<file path="src/verilog/asv_consts.svh">
// Constants for the startup level register bank.
// Assumes inclusion by bare name from the package and the design file.
`ifndef ASV_CONSTS_SVH
`define ASV_CONSTS_SVH
`define ASV_OFFSET        8'hEB
`define ASV_RESET_VALUE   16'h01F4
`define ASV_LEVEL_W       10
`define ASV_LEVEL_MSB     9
`define ASV_LSB_MV        2
`define ASV_SUPPORT_MIN   10'h0FA
`define ASV_SUPPORT_MAX   10'h2EE
`endif

</file>
<file path="src/verilog/asv_pkg.sv">
// Types for the startup level register bank.
// Assumes no surroundings beyond the constants header.
`include "asv_consts.svh"
package asv_pkg;
  // Channel operating mode
  typedef enum logic [1:0] {
    ASV_MODE_PMBUS,
    ASV_MODE_A,
    ASV_MODE_AVS
  } asv_mode_t;
endpackage

</file>
<file path="src/verilog/asv_startup_level.sv">
// Paged startup level register for the AVS reference DAC.
// Assumes a PMBus front end that presents decoded single-cycle
// command strobes, and an NVM engine that presents restore strobes.
`timescale 1ns/1ns
`default_nettype none
`include "asv_consts.svh"
module asv_startup_level #(
  parameter int CHANNELS = 2
) (
  // Clock and reset
  input  wire logic                       ref_clk,
  input  wire logic                       resetn,
  // Command access
  input  wire logic [7:0]                 cmd_code,
  input  wire logic                       cmd_write,
  input  wire logic                       cmd_read,
  input  wire logic [15:0]                cmd_wdata,
  input  wire logic [$clog2(CHANNELS)-1:0] page,
  output logic      [15:0]                cmd_rdata,
  output logic                            cmd_ack,
  // NVM restore
  input  wire logic                       nvm_restore,
  input  wire logic [15:0]                nvm_data,
  input  wire logic [$clog2(CHANNELS)-1:0] nvm_page,
  // Per-channel mode and limits
  input  wire asv_pkg::asv_mode_t         mode [CHANNELS],
  input  wire logic [9:0]                 avs_upper_limit [CHANNELS],
  input  wire logic [9:0]                 avs_lower_limit [CHANNELS],
  input  wire logic [CHANNELS-1:0]        startup_event,
  // DAC side
  output logic      [9:0]                 dac_code [CHANNELS],
  output logic      [CHANNELS-1:0]        dac_load,
  output logic      [15:0]                dac_mv [CHANNELS],
  // Status
  input  wire logic                       status_clear,
  output logic                            status_oth,
  output logic                            status_ivd,
  output logic                            status_cml,
  output logic                            smbalert_n
);

  // ******************************
  // Reset release
  // ******************************
  logic rst_meta;
  logic rst_n;

  always_ff @(posedge ref_clk or negedge resetn) begin
    if (!resetn) begin
      rst_meta <= 1'b0;
      rst_n    <= 1'b0;
    end else begin
      rst_meta <= 1'b1;
      rst_n    <= rst_meta;
    end
  end

  // ******************************
  // Access decode
  // ******************************
  logic        hit;
  logic        wr_hit;
  logic        wr_blocked;
  logic        wr_range_bad;
  logic [9:0]  wr_level;
  logic [9:0]  nvm_level;
  logic [9:0]  lim_hi;
  logic [9:0]  lim_lo;

  assign hit      = (cmd_code == `ASV_OFFSET);
  assign wr_hit   = hit && cmd_write;
  assign wr_level  = cmd_wdata[`ASV_LEVEL_MSB:0];
  assign nvm_level = nvm_data[`ASV_LEVEL_MSB:0];
  assign wr_blocked   = (mode[page] == asv_pkg::ASV_MODE_AVS);
  // window held to support
  // A loose limit pair must not widen the window past the support range.
  assign lim_hi = (avs_upper_limit[page] > `ASV_SUPPORT_MAX) ? `ASV_SUPPORT_MAX
                                                             : avs_upper_limit[page];
  assign lim_lo = (avs_lower_limit[page] < `ASV_SUPPORT_MIN) ? `ASV_SUPPORT_MIN
                                                             : avs_lower_limit[page];
  assign wr_range_bad = (wr_level > lim_hi)
                     || (wr_level < lim_lo);

  assign cmd_ack = hit && (cmd_write || cmd_read);

  // ******************************
  // Per-channel storage
  // ******************************
  logic [9:0] level [CHANNELS];

  genvar g;
  generate
    for (g = 0; g < CHANNELS; g++) begin : g_ch
      always_ff @(posedge ref_clk or negedge rst_n) begin
        if (!rst_n) begin
          level[g] <= 10'(`ASV_RESET_VALUE);
        end else if (wr_hit && page == g && !wr_blocked && !wr_range_bad) begin
          level[g] <= wr_level;
        end else if (nvm_restore && nvm_page == g
                     && mode[g] != asv_pkg::ASV_MODE_AVS) begin
          level[g] <= nvm_level;
        end
      end

      always_ff @(posedge ref_clk or negedge rst_n) begin
        if (!rst_n) begin
          dac_code[g] <= 10'(`ASV_RESET_VALUE);
          dac_load[g] <= 1'b0;
        end else begin
          dac_load[g] <= startup_event[g] && mode[g] != asv_pkg::ASV_MODE_PMBUS;
          if (startup_event[g] && mode[g] != asv_pkg::ASV_MODE_PMBUS) begin
            dac_code[g] <= level[g];
          end
        end
      end

      assign dac_mv[g] = 16'(dac_code[g] * `ASV_LSB_MV);
    end
  endgenerate

  // ******************************
  // Read data
  // ******************************
  // high bits read zero
  always_ff @(posedge ref_clk or negedge rst_n) begin
    if (!rst_n) begin
      cmd_rdata <= 16'h0000;
    end else if (hit && cmd_read) begin
      cmd_rdata <= {6'h00, level[page]};
    end
  end

  // ******************************
  // Fault flags
  // ******************************
  // Set wins over clear so a fault in the clear cycle survives.
  // oth on blocked write
  always_ff @(posedge ref_clk or negedge rst_n) begin
    if (!rst_n) begin
      status_oth <= 1'b0;
    end else if (wr_hit && wr_blocked) begin
      status_oth <= 1'b1;
    end else if (status_clear) begin
      status_oth <= 1'b0;
    end
  end

  always_ff @(posedge ref_clk or negedge rst_n) begin
    if (!rst_n) begin
      status_ivd <= 1'b0;
    end else if (wr_hit && !wr_blocked && wr_range_bad) begin
      status_ivd <= 1'b1;
    end else if (status_clear) begin
      status_ivd <= 1'b0;
    end
  end

  assign status_cml = status_oth || status_ivd;
  assign smbalert_n = !status_cml;
endmodule
`default_nettype wire

</file>
<file path="config.mk">
export PLATFORM = sky130hd
export DESIGN_NAME = asv_startup_level
export DESIGN_NICKNAME = d
export VERILOG_FILES = /design/src/verilog/asv_pkg.sv /design/src/verilog/asv_startup_level.sv
export VERILOG_INCLUDE_DIRS = /design/src /design/src/verilog
export SDC_FILE = /design/constraint.sdc
export NUM_CORES = 1
export LEC_CHECK = 0
export BUFFER_PORTS_ARGS = -buffer_cell sky130_fd_sc_hd__buf_4
export CAP_MARGIN = 10
export CORE_MARGIN = 2
export CORE_UTILIZATION = 25
export CTS_BUF_LIST = sky130_fd_sc_hd__clkbuf_8
export CTS_CLUSTER_DIAMETER = 30
export CTS_CLUSTER_SIZE = 30
export DETAILED_ROUTE_END_ITERATION = 16
export GPL_ROUTABILITY_DRIVEN = 0
export PLACE_DENSITY_LB_ADDON = 0.05
export SETUP_SLACK_MARGIN = 0.3
export SYNTH_ARGS = -nofsm -noshare
export SYNTH_HDL_FRONTEND = slang
export SYNTH_SLANG_ARGS = --single-unit
</file>
<file path="constraint.sdc">
create_clock -name ref_clk -period 2.3 [get_ports ref_clk]
set_input_delay 0.46 -clock ref_clk [delete_from_list [all_inputs] [get_ports ref_clk]]
set_output_delay 0.46 -clock ref_clk [all_outputs]
set_load 0.01 [all_outputs]
</file>
Word level (Yosys, flattened, before mapping)
Index checks and enable logic that the tools add are counted.
{ "classes": {"div": 0, "add_sub_neg": 0, "mux": 21, "n_eq_ne": 4, "order_cmp": 5, "n_shift": 0, "n_mul": 0, "reduce_logical": 30, "bitwise_logic": 3} }
{ "op_table": {"columns": ["op", "n"], "rows": [
  ["10-bit two-way mux", 15],
  ["1-bit logical AND", 18],
  ["2-bit nonzero test", 6],
  ["10-bit > comparator", 1],
  ["10-bit > comparator (second input constant)", 1],
  ["10-bit less-than comparator", 1],
  ["10-bit by 8-bit less-than comparator with 1-bit output (second input constant)", 1],
  ["8-bit equality test (second input constant)", 1],
  ["2-bit two-way mux", 3],
  ["2-bit inequality test (second input constant)", 2],
  ["1-bit logical NOT", 3],
  ["1-bit logical OR", 3],
  ["1-bit two-way mux", 3],
  ["2-bit equality test (second input constant)", 1],
  ["2-bit >= comparator (second input constant)", 1],
  ["1-bit inverter", 2],
  ["1-bit inverter with 2-bit output", 1]
]} }
{ "word_totals": {"regBits": 56, "inputBits": 94, "ram_bits": 0, "latchBits": 0, "mem_bits_ro": 0, "wordCells": 74, "mem_count": 0} }

Logic depth before layout (Yosys ltp)
Gate-level depths: netlist (run 1).
{ "logic_depth": {"depth_word": 11, "depth_mapped": 13} }

Least setup slack after synthesis (run 1)
OpenSTA, ideal clock, no wires.
{ "synth_path": {"kind": "input-to-reg", "start": "in page", "end": "reg level[9] in the netlist's numbering", "setup_time_ns": 0.127, "arrival_time_ns": 3.494, "slack_ns": -1.321, "path_stages": 13, "path_cell_list": "buf_6 > clkbuf_1 > mux2_2 > a41oi_1 > o21a_1 > nor2_1 > a211oi_1 > ha_1 > a21oi_1 > o21ai_0 > a2111oi_4 > o221ai_4 > mux2_1"} }
{ "synth_via": {"elab_chain_len": 11, "elab_cells_between_ends": 25, "cone_classes": "4 x order compare; 1 x eq/ne; 12 x mux; 1 x bitwise; 7 x reduce/logical"} }
{ "synth_rtl": {"columns": ["element", "line", "text"], "rows": [
  ["from (decl)", "asv_startup_level.sv:18", "input wire logic [$clog2(CHANNELS)-1:0] page,"],
  ["1-bit inverter with 2-bit output (not written as such)", null, null],
  ["10-bit two-way mux (on tied branches) (3 in series)", null, null],
  ["10-bit > comparator (no source line) / 10-bit by 8-bit less-than comparator with 1-bit output (equally long branches)", null, null],
  ["10-bit two-way mux (on tied branches)", "asv_startup_level.sv:77, asv_startup_level.sv:79", null],
  ["10-bit > comparator / 10-bit less-than comparator (equally long branches)", "asv_startup_level.sv:81, asv_startup_level.sv:82", null],
  ["1-bit logical OR", "asv_startup_level.sv:82", "|| (wr_level < lim_lo);"],
  ["1-bit logical NOT", "asv_startup_level.sv:97", "end else if (wr_hit && page == g && !wr_blocked && !wr_range_bad) begin"],
  ["1-bit logical AND *", "asv_startup_level.sv:97", null],
  ["10-bit two-way mux / 2-bit nonzero test (equally long branches)", null, null],
  ["to (signal, indexed assignment)", "asv_startup_level.sv:96", "level[g] <= 10'(`ASV_RESET_VALUE);"],
  ["to (signal, indexed assignment)", "asv_startup_level.sv:98", "level[g] <= wr_level;"],
  ["to (signal, indexed assignment)", "asv_startup_level.sv:101", "level[g] <= nvm_level;"],
  ["to (decl)", "asv_startup_level.sv:89", "logic [9:0] level [CHANNELS];"]
]} }
Mark *: on every way between the ends. The rest lies on a longest branch, timed or not. The select of a mux whose other input is x is not followed.
A chain may end at the register's enable or synchronous reset.

Worst setup path after layout (run 1)
{ "layout_path": {"start": "in page", "end": "reg level[1] in the netlist's numbering"} }
Same word-level chain as after synthesis.

==> flow_metrics.env, run 1 <==
export IMPL_crit_path_start_kind="input pin"
export IMPL_yosys_register_bits=56
export IMPL_avgRoutedWirePerCell_um=15.4
export IMPL_placed_cell_area_um2=5220
export IMPL_reg2reg_depth=2
export IMPL_grt_max_degree=22
export IMPL_synthCells=334
export IMPL_port_buffers=138
export IMPL_reg2reg_to="level[19]$_DFFE_PN0P_"
export IMPL_reg2reg_from="level[19]$_DFFE_PN0P_"
export IMPL_chipHeight_um=125
export IMPL_crit_path_max_incr_delay_ps=420
export IMPL_antenna_cells=0
export IMPL_post_route_min_period_ps=3060
export IMPL_start_util_pct=25.5
export IMPL_crit_chain="buf_12, nand4b_1, a221oi_4, a21oi_4, buf_4, a211oi_4, ha_1, nand4_1, or3_4, a211oi_4, o221ai_4, buf_6, buf_12, mux2_4"
export IMPL_cts_tree="done"
export IMPL_fin_util_pct=38.6
export IMPL_violations="negative setup slack"
export IMPL_layout_setup_ws_ps=-756
export IMPL_path_clk_slew_ps=100
export IMPL_finalHoldViolCount=0
export IMPL_holdWs_ps=203
export IMPL_p_leak_nw=2.67
export IMPL_cts_htree_levels=2
export IMPL_grt_use_total_pct=13.4
export IMPL_period_share_pct=133
export IMPL_cp_end_kind="flip-flop"
export IMPL_crit_type="in -> reg"
export IMPL_insertion_delay_ps=310
export IMPL_io_pins=169
export IMPL_hpwl_um=8720
export IMPL_synth_main_ff_cell="dfrtp_1"
export IMPL_synth_edff_count=0
export IMPL_rsz0062_at_grt="true"
export IMPL_mostFrequentLayoutCells="buf_4, mux2_2, dfrtp_1, dfstp_2, mux2i_1"
export IMPL_synth_xor_xnor_area_share_pct=0
export IMPL_dp_cells=679
export IMPL_ir_drop_v=0.000281
export IMPL_max_cap_violations=0
export IMPL_area_growth_pct=51.5
export IMPL_crit_family="compound AO/OA/AOI/OAI gates"
export IMPL_grt_pass1_wl_um=16900
export IMPL_clk_path_buf_depth=2
export IMPL_rows=44
export IMPL_postRouteAntennaNets=0
export IMPL_power_density_nw_per_um2=571
export IMPL_synth_top_family_by_area="multiplexers"
export IMPL_synthSimpleGateAreaFrac_pct=9.16
export IMPL_critPathSlowestCell="or3_4"
export IMPL_layout_commonest_cell="buf_4"
export IMPL_fin_cells=698
export IMPL_r2r_slack_ps=1240
export IMPL_dieArea_um2=15700
export IMPL_core_area_um2=14500
export IMPL_drc=0
export IMPL_drive_above_1_share_pct=62.8
export IMPL_cp_max_fo=6
export IMPL_ys_warn_count=0
export IMPL_fillCellCount=1434
export IMPL_finalSetupViolations=21
export IMPL_synth_compound_area_share_pct=11.8
export IMPL_fin_area_um2=5590
export IMPL_crit_buf_inv=4
export IMPL_yosysSeqAreaShare_pct=38.8
export IMPL_max_freq_mhz=327
export IMPL_hold_path_class="reg -> async"
export IMPL_finalNetCount=626
export IMPL_antenna_found_initial=0
export IMPL_synth_fa_ha_area_share_pct=6.44
export IMPL_synth_area_um2=3690
export IMPL_grt_pass1_vias=3184
export IMPL_drtIter0Drc=59
export IMPL_via_per_inst=4.36
export IMPL_drt_first_pass_iters=4
export IMPL_cts_buffers=5
export IMPL_clock_sinks=56
export IMPL_required_ps=2500
export IMPL_die_x_um=125
export IMPL_slew_viol_final=0
export IMPL_ys_types=39
export IMPL_grt_overflow_total=0
export IMPL_drt_wl_total_um=10700
export IMPL_clockRootBuffer="clkbuf_8"
export IMPL_clock_skew_ps=7.73
export IMPL_syn_area_per_cell_um2=11.0
export IMPL_synthMuxAreaShare_pct=23.4
export IMPL_async_reset_ff_share_pct=100
export IMPL_vias=3040
export IMPL_status="finished, violations left"
export IMPL_cp_arrival_ps=3260
[cells in the mapped netlist (all sizes together) (2+ instances only)]
library cell  number  area (um^2)
buf               43          313
or2                2         12.5
nand2b             3         18.8
a21oi              5         25.0
o21ai             18         90.1
conb               2         7.51
mux2i             21          210
clkbuf             7         26.3
mux2              58          653
o221ai             2         52.6
inv               10         37.5
nand2             17         63.8
a41o               3         30.0
ha                19          238
dfstp             24          631
or3                2         12.5
dfrtp             32          801
nor2b             15         93.8
nor2               7         26.3
a41oi              2         17.5
nand4              6         37.5
nor3               4         20.0
o22ai              2         12.5
a2111oi            2         37.5
nand4b             3         26.3
a211oi            18          140
[power by group]
part	internal, mW	total, mW	switching [mW]
sequential	1.22	1.36	0.136
combinational	0.695	1.19	0.492
clock	0.320	0.649	0.329
total	2.24	3.19	0.957
[metrics by stage]
step                setup WS [ps]  setup TNS, ps  total power, mW
floorplan                    -968         -18810             2.04
global placement            -1080         -21620             2.52
detailed placement          -1150         -23120             2.53
CTS                          -762         -15360             3.20
global route                 -864         -17380             3.41
finish                       -756         -14940             3.19
[sequential cells by signal, summed over array words and instances (netlist names)]
signal      flops
dac_load        2
dac_code       20
rst_n           1
status_ivd      1
level          20
rst_meta        1
status_oth      1
cmd_rdata      10
[logic make-up (layout without fill, tap and decap cells)]
logic type | Yosys count | in the layout
adder cells (fa/ha/maj) | 19 | 19
AND/OR/NAND/NOR | 63 | 63
multiplexers | 79 | 79
other | 2 | 19
AO/OA/AOI/OAI | 55 | 55
buffers and inverters | 60 | 223
flip-flops | 56 | 56
[worst max path at each step]
stage                     startpoint                    end  slack (ps)  cells past startpoint
after global routing            page   level[9]$_DFFE_PN0P_        -860                     14
after detailed placement        page   level[9]$_DFFE_PN0P_       -1150                     12
after CTS                       page  level[19]$_DFFE_PN0P_        -760                     13
final                           page   level[1]$_DFFE_PN0P_        -760                     14
after floorplan                 page   level[9]$_DFFE_PN0P_        -970                     11
after global placement          page   level[9]$_DFFE_PN0P_       -1080                     13
[area by class of cell]
class / count / area [um^2] / share of cell area [%]
sequential: 56 / 1430 / 25.6
clock inverter: 3 / 38.8 / 0.694
clock buffer: 5 / 68.8 / 1.23
multi-input combinational: 235 / 2150 / 38.5
tap: 184 / 230 / 4.12
inverter: 10 / 37.5 / 0.671
timing repair buffer: 205 / 1630 / 29.2
[timing repair]
action                                 CTS  global route
cloned                                   1             1
buffers inserted                         5             3
endpoints found under the hold margin    2             0
resized for setup                        8            24
pin swaps                                4            11
setup endpoints to repair               21            21
hold buffers                             1             0
[per-layer routing]
layer	GRT usage, %	routed length, um	vias up
met2	23.2	5370	87
met5	0	0	-
met1	17.8	4850	1437
met3	1.58	406	6
li1	-	-	1510
met4	3.27	115	0
No activity file was read; power rests on OpenSTA's default activity.
==> run 2, diff against run 1 <==
SETUP_SLACK_MARGIN = default   (was 0.3)
==> flow_metrics.env, run 2 (same netlist as run 1, synthesis figures left out) <==
export IMPL_power_density_nw_per_um2=572
export IMPL_fin_util_pct=38.6
export IMPL_pre_cts_slack_ps=-1150
export IMPL_crit_chain="buf_12, nand4b_1, a221oi_4, a21oi_4, buf_4, a211oi_4, ha_1, nand4_1, or3_4, a211oi_4, o221ai_4, buf_6, buf_12, mux2_4"
export IMPL_cp_endpoint="level[1]$_DFFE_PN0P_"
export IMPL_crit_family="compound AO/OA/AOI/OAI gates"
export IMPL_ir_drop_v=0.000281
export IMPL_hold_path_class="reg -> async"
export IMPL_setup_tns_ps=-14940
export IMPL_clockRootBuffer="clkbuf_8"
export IMPL_area_growth_pct=51.5
export IMPL_fin_area_um2=5590
export IMPL_insertion_delay_ps=310
export IMPL_grt_max_degree=22
export IMPL_reg2reg_from="level[19]$_DFFE_PN0P_"
export IMPL_finalSetupViolations=21
export IMPL_fillCellCount=1434
export IMPL_vias=3042
export IMPL_required_ps=2500
export IMPL_antenna_found_initial=0
export IMPL_hpwl_um=8720
export IMPL_reg2reg_depth=2
export IMPL_max_cap_violations=0
export IMPL_crit_type="in -> reg"
export IMPL_critical_path_depth=14
export IMPL_crit_buf_inv=4
export IMPL_cp_max_fo=6
export IMPL_cp_end_kind="flip-flop"
export IMPL_grt_overflow_total=0
export IMPL_grt_pass1_vias=3184
export IMPL_violations="negative setup slack"
export IMPL_placed_cell_area_um2=5220
export IMPL_max_freq_mhz=327
export IMPL_grt_use_total_pct=13.4
export IMPL_p_leak_nw=2.67
export IMPL_finalHoldViolCount=0
export IMPL_drtIter0Drc=57
export IMPL_postRouteAntennaNets=0
export IMPL_crit_start="page"
export IMPL_cp_arrival_ps=3260
export IMPL_crit_path_start_kind="input pin"
export IMPL_layout_setup_ws_ps=-756
export IMPL_drt_first_pass_iters=4
export IMPL_r2r_slack_ps=1240
export IMPL_via_per_inst=4.36
export IMPL_drive_above_1_share_pct=62.8
export IMPL_finalNetCount=626
export IMPL_crit_path_max_incr_delay_ps=420
export IMPL_post_route_min_period_ps=3060
export IMPL_clock_skew_ps=7.64
export IMPL_clock_sinks=56
export IMPL_status="finished, violations left"
export IMPL_path_clk_slew_ps=100
export IMPL_top_regs="dac_code: 20 flops, level: 20 flops, cmd_rdata: 10 flops"
export IMPL_port_buffers=138
export IMPL_mostFrequentLayoutCells="buf_4, mux2_2, dfrtp_1, dfstp_2, mux2i_1"
export IMPL_core_area_um2=14500
export IMPL_slew_viol_final=0
export IMPL_antenna_cells=0
export IMPL_cts_tree="done"
export IMPL_reg2reg_to="level[19]$_DFFE_PN0P_"
export IMPL_rsz0062_at_grt="true"
export IMPL_period_share_pct=133
export IMPL_dieArea_um2=15700
export IMPL_drt_wl_total_um=10700
export IMPL_grt_pass1_wl_um=16900
export IMPL_critPathSlowestCell="or3_4"
export IMPL_cts_htree_levels=2
export IMPL_chipHeight_um=125
export IMPL_layout_commonest_cell="buf_4"
export IMPL_avgRoutedWirePerCell_um=15.4
export IMPL_start_util_pct=25.5
export IMPL_clk_path_buf_depth=2
export IMPL_cts_buffers=5
export IMPL_holdWs_ps=203
export IMPL_io_pins=169
export IMPL_rows=44
export IMPL_die_x_um=125
export IMPL_drc=0
run 2: cell counts in the layout (fill, tap and decap cells not counted):
Identical to the previous run, type by type.
run 2: metal layers:
layer	track usage (%)	vias to the layer above	routed length [um]
li1	-	1510	-
met1	17.8	1439	4850
met2	23.2	87	5370
met3	1.58	6	406
met4	3.27	0	115
met5	0	-	0
run 2: worst register-to-register path: stages (launching register included):
cell and delay, ps:
dfrtp_1 430, mux2_2 270, mux2_2 250
run 2: worst min path at each step:
stage	startpoint	to	slack, ps	cells after the start
finish	rst_n$_DFF_PN0_	level[9]$_DFFE_PN0P_	200	0
global route	rst_n$_DFF_PN0_	cmd_rdata[2]$_DFFE_PN0P_	250	0
CTS	rst_n$_DFF_PN0_	cmd_rdata[2]$_DFFE_PN0P_	220	0
detailed placement	rst_n$_DFF_PN0_	cmd_rdata[2]$_DFFE_PN0P_	210	0
global placement	rst_n$_DFF_PN0_	cmd_rdata[2]$_DFFE_PN0P_	230	0
floorplan	resetn	rst_meta$_DFF_PN0_	160	0
run 2: metrics by stage:
step	std cells	power, mW
after detailed placement	679	2.53
final	698	3.19
after CTS	694	3.20
after floorplan	351	2.04
after global placement	679	2.52
after global routing	698	3.41
run 2: timing repair:
action                                 4_1_cts  5_1_grt
hold buffers                                 1        0
endpoints found under the hold margin        2        0
setup buffers                                5        3
resized for setup                            8       24
pin swaps                                    4       11
cloned                                       1        1
setup endpoints to repair                   21       21
run 2: power breakdown:
| part | switching [mW] | leakage [nW] | internal, mW |
|---|---|---|---|
| sequential | 0.136 | 0.654 | 1.22 |
| clock | 0.329 | 0.0593 | 0.320 |
| combinational | 0.492 | 1.96 | 0.696 |
run 2: layout make-up:
cell class                      instances  area, um^2  share of cell area [%]
Timing Repair Buffer                  205        1630                    29.2
Clock buffer                            5        68.8                    1.23
Tap cell                              184         230                    4.12
Sequential cell                        56        1430                    25.6
Multi-Input combinational cell        235        2150                    38.5
Inverter                               10        37.5                   0.671
Clock inverter                          3        38.8                   0.694
==> run 3, diff against run 2 <==
==> constraint.sdc (replaced) <==
create_clock -name ref_clk -period 2.3 [get_ports ref_clk]
set_input_delay 0.115 -clock ref_clk [delete_from_list [all_inputs] [get_ports ref_clk]]
set_output_delay 0.115 -clock ref_clk [all_outputs]
set_load 0.01 [all_outputs]
==> flow_metrics.env, run 3 (same netlist as run 1, synthesis figures left out) <==
export IMPL_finalHoldViolCount=0
export IMPL_p_leak_nw=2.53
export IMPL_fin_util_pct=37.5
export IMPL_grt_max_degree=26
export IMPL_whs_path_depth=2
export IMPL_clockRootBuffer="clkbuf_8"
export IMPL_postRouteAntennaNets=0
export IMPL_status="finished, violations left"
export IMPL_crit_path_start_kind="input pin"
export IMPL_via_per_inst=4.36
export IMPL_setup_tns_ps=-7330
export IMPL_drive_above_1_share_pct=61.4
export IMPL_clock_sinks=56
export IMPL_worstMarginPinSlew_ps=692
export IMPL_power_mw=3.20
export IMPL_cts_tree="done"
export IMPL_period_share_pct=119
export IMPL_grt_use_total_pct=13.9
export IMPL_layout_setup_ws_ps=-427
export IMPL_clock_skew_ps=10.1
export IMPL_cp_arrival_ps=2940
export IMPL_core_area_um2=14500
export IMPL_required_ps=2510
export IMPL_mostFrequentLayoutCells="buf_4, mux2_2, dfrtp_1, dfstp_2, mux2i_1"
export IMPL_cp_max_fo=10
export IMPL_top_regs="dac_code: 20 flops, level: 20 flops, cmd_rdata: 10 flops"
export IMPL_post_route_min_period_ps=2730
export IMPL_insertion_delay_ps=320
export IMPL_crit_buf_inv=3
export IMPL_crit_family="simple AND/OR/NAND/NOR gates"
export IMPL_power_density_nw_per_um2=590
export IMPL_relSlewSlack_pct=53.8
export IMPL_slew_viol_final=0
export IMPL_path_clk_slew_ps=110
export IMPL_drc=0
export IMPL_area_growth_pct=47.1
export IMPL_layout_commonest_cell="buf_4"
export IMPL_avgRoutedWirePerCell_um=15.9
export IMPL_clk_path_buf_depth=2
export IMPL_rows=44
export IMPL_crit_path_max_incr_delay_ps=430
export IMPL_antenna_found_initial=0
export IMPL_cts_htree_levels=2
export IMPL_crit_chain="buf_12, nand4b_1, a221oi_4, a21oi_4, or2_4, ha_4, nand4_1, or3_4, a211oi_4, buf_12, o221ai_4, buf_12, mux2_4"
export IMPL_reg2reg_from="level[9]$_DFFE_PN0P_"
export IMPL_drt_wl_total_um=10800
export IMPL_fin_cells=682
export IMPL_die_x_um=125
export IMPL_grt_pass1_vias=3191
export IMPL_drt_first_pass_iters=3
export IMPL_start_util_pct=25.5
export IMPL_crit_type="in -> reg"
export IMPL_dp_cells=663
export IMPL_finalNetCount=610
export IMPL_cpMostUsedCell="buf_12"
export IMPL_r2r_slack_ps=1250
export IMPL_pre_cts_slack_ps=-959
export IMPL_hold_end="status_ivd$_DFFE_PN0P_"
export IMPL_port_buffers=138
export IMPL_cts_buffers=5
export IMPL_rsz0062_at_grt="true"
export IMPL_grt_pass1_wl_um=17300
export IMPL_hold_start="cmd_write"
export IMPL_dieArea_um2=15700
export IMPL_fillCellCount=1488
export IMPL_grt_overflow_total=0
export IMPL_max_freq_mhz=367
export IMPL_critPathSlowestCell="or3_4"
export IMPL_antenna_cells=0
export IMPL_vias=2974
export IMPL_drtIter0Drc=56
export IMPL_hpwl_um=8610
export IMPL_cp_end_kind="flip-flop"
export IMPL_max_cap_violations=0
export IMPL_hold_path_class="in -> reg"
export IMPL_reg2reg_to="level[9]$_DFFE_PN0P_"
export IMPL_io_pins=169
export IMPL_chipHeight_um=125
export IMPL_ir_drop_v=0.000374
export IMPL_finalSetupViolations=21
export IMPL_reg2reg_depth=2
export IMPL_violations="negative setup slack"
## run 3: changes by cell type in the layout (fill, tap and decap cells not counted), moves of 2 or more
cell      delta
a211oi_1     +2
mux2_4       -7
a211oi_4     -2
buf_4       -16
mux2_2       +7
## run 3: power by group
part           leakage [nW]  switching [mW]  internal (mW)
combinational          1.82           0.485          0.670
sequential            0.654           0.139           1.22
clock                0.0548           0.353          0.329
total                  2.53           0.978           2.22
## run 3: worst max path at each step
stage / start / endpoint / slack [ps] / depth (start not counted)
final: page / level[9]$_DFFE_PN0P_ / -430 / 13
after global placement: page / level[11]$_DFFE_PN0P_ / -820 / 11
after CTS: page / level[9]$_DFFE_PN0P_ / -430 / 13
after detailed placement: page / level[11]$_DFFE_PN0P_ / -960 / 11
after global routing: page / level[9]$_DFFE_PN0P_ / -530 / 13
after floorplan: page / level[9]$_DFFE_PN0P_ / -620 / 11
## run 3: final cells by class
type	count	area (um^2)	share of cell area [%]
Clock inverter	3	46.3	0.853
Sequential cell	56	1430	26.4
Inverter	10	37.5	0.692
Tap cell	184	230	4.24
Timing Repair Buffer	188	1480	27.2
Multi-Input combinational cell	236	2130	39.3
Clock buffer	5	68.8	1.27
## run 3: metal layers
| layer | share of wire [%] | global-route usage (%) | wire (um) |
|---|---|---|---|
| met1 | 45 | 18.3 | 4910 |
| met5 | 0 | 0 | 0 |
| met3 | 4.1 | 1.93 | 444 |
| met2 | 49 | 23.9 | 5330 |
| met4 | 1.3 | 3.46 | 139 |
## run 3: per-stage QoR
stage                     hold slack (ps)  area, um^2
after global placement               -102        5080
after detailed placement            -99.4        5080
final                                46.1        5430
after floorplan                      -181        3850
after global routing                 41.5        5430
after CTS                            55.9        5360
## run 3: what timing repair did
item | CTS | global route
hold buffers | 2 | 0
cloned | 1 | 0
buffers inserted | 5 | 3
resized for setup | 13 | 7
hold endpoints to repair | 3 | 0
pin swaps | 4 | 5
setup endpoints to repair | 21 | 21
